$ cat src/hdl/csp_pkg.sv
// Constants shared by the clocked serial port and its helpers.
`default_nettype none
package csp_pkg;
    // Register byte offsets
    localparam logic [4:0] OFS_DATA = 5'h00;
    localparam logic [4:0] OFS_STATUS = 5'h04;
    localparam logic [4:0] OFS_CONTROL = 5'h08;
    localparam logic [4:0] OFS_DIVISOR = 5'h0C;
    localparam logic [4:0] OFS_ISTAT = 5'h10;
    localparam logic [4:0] OFS_IMASK = 5'h14;
    // Status field positions
    localparam int ST_RX_FULL = 7;
    localparam int ST_TX_FULL = 3;
    localparam int ST_BUSY = 2;
    localparam int ST_SEND_PEND = 1;
    localparam int ST_RECV_PEND = 0;
    // Control fields
    localparam int CT_CMD_HI = 7;
    localparam int CT_CMD_LO = 6;
    localparam int CT_MODE_HI = 3;
    localparam int CT_MODE_LO = 2;
    localparam int CT_PRIO_HI = 1;
    localparam int CT_PRIO_LO = 0;
    localparam logic [1:0] CMD_NONE = 2'h0;
    localparam logic [1:0] CMD_RECV = 2'h1;
    localparam logic [1:0] CMD_SEND = 2'h2;
    localparam logic [1:0] MODE_OFF = 2'h0;
    localparam logic [1:0] MODE_INT = 2'h2;
    localparam logic [1:0] MODE_EXT = 2'h3;
    localparam logic [1:0] PRIO_RESET = 2'h1;
    // Interrupt status bit positions
    localparam int IRQ_RX = 0;
    localparam int IRQ_TX = 1;
    // Half-period of the internal clock in perclk cycles
    localparam logic [7:0] DIV_MIN = 8'h02;
    localparam logic [7:0] DIV_RESET = 8'h04;
    localparam logic [3:0] BURST_BITS = 4'h8;
    localparam logic [1:0] RESP_OKAY = 2'h0;
    localparam logic [1:0] RESP_SLVERR = 2'h2;
    typedef enum logic [0:0] {CSP_IDLE, CSP_BURST} csp_state_e;
endpackage
`default_nettype wire

$ cat src/hdl/csp_port.sv
// Clocked serial port with AXI4-Lite registers and one interrupt.
`default_nettype none
module csp_port
    import csp_pkg::*;
(
    input wire logic aclk,
    input wire logic aresetn,
    input wire logic [4:0] s_axi_awaddr,
    input wire logic s_axi_awvalid,
    output logic s_axi_awready,
    input wire logic [31:0] s_axi_wdata,
    input wire logic [3:0] s_axi_wstrb,
    input wire logic s_axi_wvalid,
    output logic s_axi_wready,
    output logic [1:0] s_axi_bresp,
    output logic s_axi_bvalid,
    input wire logic s_axi_bready,
    input wire logic [4:0] s_axi_araddr,
    input wire logic s_axi_arvalid,
    output logic s_axi_arready,
    output logic [31:0] s_axi_rdata,
    output logic [1:0] s_axi_rresp,
    output logic s_axi_rvalid,
    input wire logic s_axi_rready,
    input wire logic serial_clock_line_in,
    output logic serial_clock_line_out,
    output logic serial_clock_line_oe,
    input wire logic receive_data_line,
    output logic transmit_data_line,
    output logic irq,
    output logic [1:0] irq_priority
);
    // Register state
    logic [7:0] tx_data, rx_data, divisor;
    logic tx_full, rx_full, send_pend, recv_pend;
    logic [1:0] mode, prio, istat, imask;
    // Bus state
    logic [4:0] aw_addr;
    logic [31:0] w_data, rd_value;
    logic [3:0] w_strb;
    logic aw_got, w_got, wr_fire, rd_fire, wr_mapped, rd_mapped;
    logic wr_data, wr_ctrl, rd_data_clr, rd_istat_clr;
    // Shift engine
    csp_state_e state;
    logic [7:0] tx_shift, rx_shift;
    logic [3:0] rises;
    logic do_rx, do_tx, gen_clk, tick, ext_rise, ext_fall, rx_level;
    logic clk_rise, clk_fall, start, load_tx, burst_done;
    logic [31:0] status_word;

    // External serial clock crosses into aclk before any shifting
    csp_sync u_clk_sync (
        .aclk(aclk),
        .aresetn(aresetn),
        .async_in(serial_clock_line_in),
        .level(),
        .rise(ext_rise),
        .fall(ext_fall)
    );

    // Receive line shares the same two-flop crossing
    csp_sync u_rx_sync (
        .aclk(aclk),
        .aresetn(aresetn),
        .async_in(receive_data_line),
        .level(rx_level),
        .rise(),
        .fall()
    );

    // Half-period ticks for the internally made clock
    csp_divider u_div (
        .aclk(aclk),
        .aresetn(aresetn),
        .run(state == CSP_BURST && mode == MODE_INT),
        .half_period(divisor),
        .tick(tick)
    );

    // Edge events: own divider in internal mode, strobes in external mode, none otherwise
    always_comb begin
        clk_rise = 1'b0;
        clk_fall = 1'b0;
        if (mode == MODE_INT) begin
            clk_rise = tick & ~gen_clk;
            clk_fall = tick & gen_clk;
        end else if (mode == MODE_EXT) begin
            clk_rise = ext_rise;
            clk_fall = ext_fall;
        end
    end

    // Burst starts when a receive code, or a send code with a byte loaded, is pending, the mode is not off and the shifter is idle
    assign load_tx = send_pend & tx_full;
    assign start = (state == CSP_IDLE) && (mode != MODE_OFF)
                   && (load_tx || recv_pend);
    assign burst_done = (state == CSP_BURST) && clk_rise && (rises == BURST_BITS - 4'h1);

    // Bus-side decode of writes and reads
    assign wr_fire = aw_got & w_got & ~s_axi_bvalid;
    assign rd_fire = s_axi_arvalid & s_axi_arready;
    assign wr_data = wr_fire && aw_addr == OFS_DATA && w_strb[0];
    assign wr_ctrl = wr_fire && aw_addr == OFS_CONTROL && w_strb[0];
    assign rd_data_clr = rd_fire && s_axi_araddr == OFS_DATA;
    assign rd_istat_clr = rd_fire && s_axi_araddr == OFS_ISTAT;

    always_comb begin
        case (aw_addr)
            OFS_DATA, OFS_STATUS, OFS_CONTROL, OFS_DIVISOR, OFS_ISTAT, OFS_IMASK: begin
                wr_mapped = 1'b1;
            end
            default: begin
                wr_mapped = 1'b0;
            end
        endcase
    end

    // Status visible at any time for the dispatcher
    assign status_word = {24'h000000, rx_full, 3'h0, tx_full, state == CSP_BURST,
                          send_pend, recv_pend};

    // Read multiplexer
    always_comb begin
        rd_value = 32'h00000000;
        rd_mapped = 1'b1;
        case (s_axi_araddr)
            OFS_DATA: begin
                rd_value = {24'h000000, rx_data};
            end
            OFS_STATUS: begin
                rd_value = status_word;
            end
            OFS_CONTROL: begin
                rd_value = {24'h000000, 4'h0, mode, prio};
            end
            OFS_DIVISOR: begin
                rd_value = {24'h000000, divisor};
            end
            OFS_ISTAT: begin
                rd_value = {30'h00000000, istat};
            end
            OFS_IMASK: begin
                rd_value = {30'h00000000, imask};
            end
            default: begin
                rd_mapped = 1'b0;
            end
        endcase
    end

    // Write channels taken in either order, response after both
    always_ff @(posedge aclk) begin
        if (!aresetn) begin
            s_axi_awready <= 1'b1;
            s_axi_wready <= 1'b1;
            aw_got <= 1'b0;
            w_got <= 1'b0;
            aw_addr <= 5'h00;
            w_data <= 32'h00000000;
            w_strb <= 4'h0;
            s_axi_bvalid <= 1'b0;
            s_axi_bresp <= RESP_OKAY;
        end else begin
            if (s_axi_awvalid && s_axi_awready) begin
                aw_got <= 1'b1;
                aw_addr <= {s_axi_awaddr[4:2], 2'h0};
                s_axi_awready <= 1'b0;
            end
            if (s_axi_wvalid && s_axi_wready) begin
                w_got <= 1'b1;
                w_data <= s_axi_wdata;
                w_strb <= s_axi_wstrb;
                s_axi_wready <= 1'b0;
            end
            if (wr_fire) begin
                s_axi_bvalid <= 1'b1;
                s_axi_bresp <= wr_mapped ? RESP_OKAY : RESP_SLVERR;
            end
            if (s_axi_bvalid && s_axi_bready) begin
                s_axi_bvalid <= 1'b0;
                aw_got <= 1'b0;
                w_got <= 1'b0;
                s_axi_awready <= 1'b1;
                s_axi_wready <= 1'b1;
            end
        end
    end

    // Read channel, one outstanding read
    always_ff @(posedge aclk) begin
        if (!aresetn) begin
            s_axi_arready <= 1'b1;
            s_axi_rvalid <= 1'b0;
            s_axi_rdata <= 32'h00000000;
            s_axi_rresp <= RESP_OKAY;
        end else if (rd_fire) begin
            s_axi_arready <= 1'b0;
            s_axi_rvalid <= 1'b1;
            s_axi_rdata <= rd_value;
            s_axi_rresp <= rd_mapped ? RESP_OKAY : RESP_SLVERR;
        end else if (s_axi_rvalid && s_axi_rready) begin
            s_axi_rvalid <= 1'b0;
            s_axi_arready <= 1'b1;
        end
    end

    // Configuration registers
    always_ff @(posedge aclk) begin
        if (!aresetn) begin
            mode <= MODE_OFF;
            prio <= PRIO_RESET;
            divisor <= DIV_RESET;
            imask <= 2'h0;
        end else if (wr_fire && w_strb[0]) begin
            if (aw_addr == OFS_CONTROL) begin
                mode <= w_data[CT_MODE_HI:CT_MODE_LO];
                prio <= w_data[CT_PRIO_HI:CT_PRIO_LO];
            end
            if (aw_addr == OFS_DIVISOR) begin
                divisor <= w_data[7:0];
            end
            if (aw_addr == OFS_IMASK) begin
                imask <= w_data[1:0];
            end
        end
    end

    // Send and receive codes, one per byte; taken at burst start
    always_ff @(posedge aclk) begin
        if (!aresetn) begin
            send_pend <= 1'b0;
            recv_pend <= 1'b0;
        end else begin
            if (start) begin
                send_pend <= 1'b0;
                recv_pend <= 1'b0;
            end
            if (wr_ctrl && w_data[CT_CMD_HI:CT_CMD_LO] == CMD_SEND) begin
                send_pend <= 1'b1;
            end
            if (wr_ctrl && w_data[CT_CMD_HI:CT_CMD_LO] == CMD_RECV) begin
                recv_pend <= 1'b1;
            end
        end
    end

    // Transmit data register; a new byte may wait while one shifts
    always_ff @(posedge aclk) begin
        if (!aresetn) begin
            tx_data <= 8'h00;
            tx_full <= 1'b0;
        end else if (wr_data) begin
            tx_data <= w_data[7:0];
            tx_full <= 1'b1;
        end else if (start && load_tx) begin
            tx_full <= 1'b0;
        end
    end

    // Shift engine: eight clocks per burst
    always_ff @(posedge aclk) begin
        if (!aresetn) begin
            state <= CSP_IDLE;
            tx_shift <= 8'hFF;
            rx_shift <= 8'h00;
            rises <= 4'h0;
            do_rx <= 1'b0;
            do_tx <= 1'b0;
            transmit_data_line <= 1'b1;
        end else begin
            case (state)
                CSP_IDLE: begin
                    if (start) begin
                        state <= CSP_BURST;
                        tx_shift <= load_tx ? tx_data : 8'hFF;
                        do_tx <= load_tx;
                        do_rx <= recv_pend;
                        rises <= 4'h0;
                    end
                end
                CSP_BURST: begin
                    if (mode == MODE_OFF) begin
                        state <= CSP_IDLE;
                    end else begin
                        if (clk_fall) begin
                            transmit_data_line <= tx_shift[0];
                            tx_shift <= {1'b1, tx_shift[7:1]};
                        end
                        if (clk_rise) begin
                            rx_shift <= {rx_level, rx_shift[7:1]};
                            rises <= rises + 4'h1;
                        end
                        if (burst_done) begin
                            state <= CSP_IDLE;
                        end
                    end
                end
                default: begin
                    state <= CSP_IDLE;
                end
            endcase
        end
    end

    // Internal clock idles high, toggles on each divider tick
    always_ff @(posedge aclk) begin
        if (!aresetn) begin
            gen_clk <= 1'b1;
        end else if (state != CSP_BURST || mode != MODE_INT) begin
            gen_clk <= 1'b1;
        end else if (tick) begin
            gen_clk <= ~gen_clk;
        end
    end

    // Pin drivers; the external party drives the line in external mode
    always_ff @(posedge aclk) begin
        if (!aresetn) begin
            serial_clock_line_out <= 1'b1;
            serial_clock_line_oe <= 1'b0;
        end else begin
            serial_clock_line_out <= gen_clk;
            serial_clock_line_oe <= (mode == MODE_INT);
        end
    end

    // Receive data register; full flag set wins over a read clear
    always_ff @(posedge aclk) begin
        if (!aresetn) begin
            rx_data <= 8'h00;
            rx_full <= 1'b0;
        end else if (burst_done && do_rx) begin
            rx_data <= {rx_level, rx_shift[7:1]};
            rx_full <= 1'b1;
        end else if (rd_data_clr) begin
            rx_full <= 1'b0;
        end
    end

    // Separate sticky request flops, so simultaneous events both survive
    always_ff @(posedge aclk) begin
        if (!aresetn) begin
            istat <= 2'h0;
        end else begin
            if (burst_done && do_rx) begin
                istat[IRQ_RX] <= 1'b1;
            end else if (rd_data_clr || rd_istat_clr) begin
                istat[IRQ_RX] <= 1'b0;
            end
            if (start && load_tx) begin
                istat[IRQ_TX] <= 1'b1;
            end else if (rd_istat_clr || wr_data) begin
                istat[IRQ_TX] <= 1'b0;
            end
        end
    end

    // One shared request line with its priority level
    always_ff @(posedge aclk) begin
        if (!aresetn) begin
            irq <= 1'b0;
            irq_priority <= PRIO_RESET;
        end else begin
            irq <= |(istat & imask);
            irq_priority <= prio;
        end
    end
endmodule
`default_nettype wire

$ cat src/hdl/csp_sync.sv
// Two-flop synchroniser with rise and fall strobes.
`default_nettype none
module csp_sync (
    input wire logic aclk,
    input wire logic aresetn,
    input wire logic async_in,
    output logic level,
    output logic rise,
    output logic fall
);
    logic stage1;
    logic stage2;
    logic prev;

    // First stage feeds only the second
    always_ff @(posedge aclk) begin
        if (!aresetn) begin
            stage1 <= 1'b1;
            stage2 <= 1'b1;
        end else begin
            stage1 <= async_in;
            stage2 <= stage1;
        end
    end

    // Edge strobes rise one to two cycles after the pin edge
    always_ff @(posedge aclk) begin
        if (!aresetn) begin
            prev <= 1'b1;
        end else begin
            prev <= stage2;
        end
    end

    assign level = stage2;
    assign rise = stage2 & ~prev;
    assign fall = ~stage2 & prev;
endmodule
`default_nettype wire

$ cat src/hdl/csp_divider.sv
// Enable-pulse divider for the internal serial clock.
`default_nettype none
module csp_divider
    import csp_pkg::*;
(
    input wire logic aclk,
    input wire logic aresetn,
    input wire logic run,
    input wire logic [7:0] half_period,
    output logic tick
);
    logic [7:0] count;
    logic [7:0] limit;

    // Clamp keeps the generated clock at or below perclk/4
    assign limit = (half_period < DIV_MIN) ? DIV_MIN : half_period;

    // Counter restarts whenever the burst is not running
    always_ff @(posedge aclk) begin
        if (!aresetn || !run) begin
            count <= 8'h01;
            tick <= 1'b0;
        end else if (count >= limit) begin
            count <= 8'h01;
            tick <= 1'b1;
        end else begin
            count <= count + 8'h01;
            tick <= 1'b0;
        end
    end
endmodule
`default_nettype wire

$ cat config.mk
export PLATFORM = sky130hd
export DESIGN_NAME = csp_port
export DESIGN_NICKNAME = d
export VERILOG_FILES = /design/src/hdl/csp_pkg.sv /design/src/hdl/csp_port.sv /design/src/hdl/csp_sync.sv /design/src/hdl/csp_divider.sv
export SDC_FILE = /design/constraint.sdc
export NUM_CORES = 1
export LEC_CHECK = 0
export BUFFER_PORTS_ARGS = -buffer_cell sky130_fd_sc_hd__buf_2
export CORE_UTILIZATION = 35
export CTS_BUF_LIST = sky130_fd_sc_hd__clkbuf_16
export DETAILED_ROUTE_END_ITERATION = 7
export MAX_ROUTING_LAYER = met4
export SYNTH_ARGS = -nofsm -noshare
export SYNTH_HDL_FRONTEND = slang
export SYNTH_SLANG_ARGS = --single-unit
export TNS_END_PERCENT = 10
$ cat constraint.sdc
create_clock -name aclk -period 2.05 [get_ports aclk]
set_input_delay 0.205 -clock aclk [delete_from_list [all_inputs] [get_ports aclk]]
set_output_delay 0.205 -clock aclk [all_outputs]
set_load 0.01 [all_outputs]
==> summary.txt <==
Yosys
  • Unique masters post-synth: 53
  • Mux share of post-synthesis cell area: 6.10%
  • Synth Area in Compound Gates: 14.9%
  • Share of the synthesized area in the top cell type: 45.2%
  • Post-synthesis sequential area ratio: 45.2%
  • Xor/xnor cell area share of the yosys netlist: 1.66%
  • Top cells by area, synth: dfxtp_1 (45%), nand2_1 (4.8%), mux2i_1 (4.4%)
  • Simple-gate share of the synthesized area: 22.1%
  • Syn. warnings: 0
  • Gate Count Post-Synth: 520
  • Commonest register cell after synthesis: dfxtp_1
  • Asr flop ratio synth: 0%
  • Largest family of logic cells by synthesized area: simple AND/OR/NAND/NOR gates
  • Synthesized area: 4740 um^2
  • EDFF count, synth: 0
  • Synth Area in Adders: 2.64%
  • Mapped Avg Cell Area: 9.11 um^2
  • Yosys top cell by area: dfxtp_1
  • Post-synthesis register bit count: 107

Setup path
  • Crit start category: flop
  • Crit path required time: 2.27 ns
  • Data arrival time of the worst path: 2.25 ns
  • Largest fanout on the critical path: 3
  • Worst setup EP type: flop
  • Worst Path Class, Setup: flop to flop

STA
  • Hold Worst Slack: 0.0435 ns
  • Fin. Hold Viols: 0
  • Final worst slack: 0.0273 ns
  • Max Freq: 0.494 GHz
  • Slew Limit Fails: 0
  • Final setup viols: 0
  • Fin crit period: 2.02 ns
  • Clock skew: 0.00276 ns
  • Period utilization: 98.7%

Drt
  • Post-DRT Antenna Nets: 0
  • First DRT Iteration DRCs: 206
  • DRC Markers: 0
  • Routed WL: 10.0 mm
  • WL/cell: 13.3 um
  • Drt first pass iters: 4
  • Vias: 3667
  • Via/cell ratio: 4.88

Clocking
  • CTS max path bufs: 2
  • Cts bufs inserted: 9
  • CTS tree: yes
  • Clk_lat worst skew: 0.34 ns
  • CTS HTree Levels: 3
  • CTS clock-pin slew for the worst setup and hold paths: 0.07 ns
  • Hold Buf Count CTS: 0
  • Clock Sinks: 107
  • CTS root buf: clkbuf_16

Global route
  • Initial antenna violation count: 0
  • Global-route wire length before repair: 16.6 mm
  • Largest net degree at the start of global routing: 111
  • Gr usage total: 15.0%
  • Congestion Overflow GR: 0
  • Vias in the first global route: 3414

Placed design
  • Placed Area: 5110 um^2
  • Final HPWL DP: 6.97 mm
  • Port-buffer cells: 46
  • Setup Slack @ Placement: 0.0337 ns
  • GPL Wtd Cong: 0.802

Floorplan
  • Initial Util: 35.8%
  • Site row count: 42
  • CORE AREA: 13200 um^2
  • I/O pins: 102
  • DIE HEIGHT: 118 um
  • Die Area: 14000 um^2
  • Chip Width: 118 um

Pwr
  • Overall Power: 4.00 mW
  • Max IR drop VDD: 0.000485 V
  • Power Dens Cells: 732 nW/um^2
  • Leakage: 2.16 nW

Status
  • Outcome: finished clean

Final layout
  • Final #Nets: 636
  • Area of the multi-input gates: 2390 um^2
  • Number of fillers in the final layout: 1321
  • Diodes inserted: 0
  • Area of all placed cells without fillers: 5460 um^2
  • Area grow syn2layout: 15.3%
  • Proportion of layout cells with a drive suffix above 1: 17.9%
  • Register area: 2150 um^2

Hold path
  • Hold Crit Class: input port to flop

Run
  • Max cap viols: 0
==> registers in the layout (all words and copies together), names as in the netlist, 3 cells and up <==
register     cells
divisor          8
rx_data          8
s_axi_rdata      8
tx_data          8
tx_shift         8
u_div.count      8
w_data           8
rx_shift         7
rises            4
aw_addr          3
==> Yosys cell counts, drive strengths merged, types with 3 or more instances <==
master and n:
dfxtp 107, nand2 61, nand3 39, buf 31
o21ai 31, nor2b 25, mux2i 21, nor2 20
clkbuf 19, a21boi 17, inv 12, a21oi 11
and2 11, a22oi 10, ha 10, nand2b 10
nor3 8, o211ai 7, o22ai 7, nand3b 6
xnor2 6, a211oi 5, o21a 5, or3 5
mux2 3, nand4b 3, nor3b 3, xor2 3
==> logic make-up after synthesis <==
logic type,Yosys count
flip-flops,107
AO/OA/AOI/OAI,104
adder cells (fa/ha/maj),10
other,1
AND/OR/NAND/NOR,201
multiplexers,26
buffers and inverters,62
XOR/XNOR,9
==> where the power goes <==
group          internal, mW  total [mW]  leakage [nW]  switching, mW
logic                0.0720       0.193          1.15          0.121
registers              2.11        2.14         0.868         0.0295
clock network         0.932        1.67         0.141          0.738
total                  3.11        4.00          2.16          0.888
==> metrics by stage <==
stage / instances / utilization, % / TNS (ns)
after floorplan: 545 / - / 0
final: 751 / 41.3 / 0
after CTS: 748 / 40.7 / 0
after global routing: 751 / 41.3 / -0.0158
after global placement: 733 / 38.6 / 0
after detailed placement: 733 / 38.6 / 0
==> layout make-up <==
cell class,instances,area share [%]
Multi-Input combinational cell,377,43.8
Sequential cell,107,39.3
Timing Repair Buffer,64,6.92
Clock buffer,9,4.12
Tap cell,176,4.03
Clock inverter,6,1.03
Inverter,12,0.825
==> routing by layer <==
layer  wire length [um]  part of all wire (%)  vias up  track usage (%)
met2               4870                    49       64             24.9
met1               4700                    47     1720             18.4
li1                   -                     -     1872                -
met3                295                   3.0       11             3.09
met5                  0                     0        -                -
met4                127                   1.3        0             4.03
==> what timing repair did <==
item	CTS	global route
setup endpoints to repair	0	6
gates resized for setup	0	12
setup buffers	0	2
==> path summary, 6_finish.rpt <==
kind / from / endpoint / slack (ns) / depth (start not counted)
worst max-delay path: divisor[3] / u_div.count[0] / 0.03 / 7
worst min register to register: u_clk_sync.stage1 / u_clk_sync.level / 0.41 / 1
worst min-delay path: serial_clock_line_in / u_clk_sync.stage1 / 0.04 / 2
worst max register to register: divisor[3] / u_div.count[0] / 0.03 / 7
==> cell usage in the layout, fill, tap and decap left out, types with 11 or more instances in the layout <==
cell,instances
nor2b_1,25
nand2_1,61
buf_2,46
inv_1,12
buf_4,17
conb_1,26
dfxtp_1,104
mux2i_1,21
a21boi_0,17
nor2_1,17
nand3_1,38
and2_1,11
o21ai_0,30
==> critical path: stages (launching register included) <==
cell and delay, ns:
dfxtp_2 0.32, nor2_2 0.12, a31oi_1 0.11, ha_2 0.18, or4_4 0.54, a21oi_4 0.17
o31ai_4 0.08, or3_1 0.38
No activity file was read; power rests on OpenSTA's default activity.
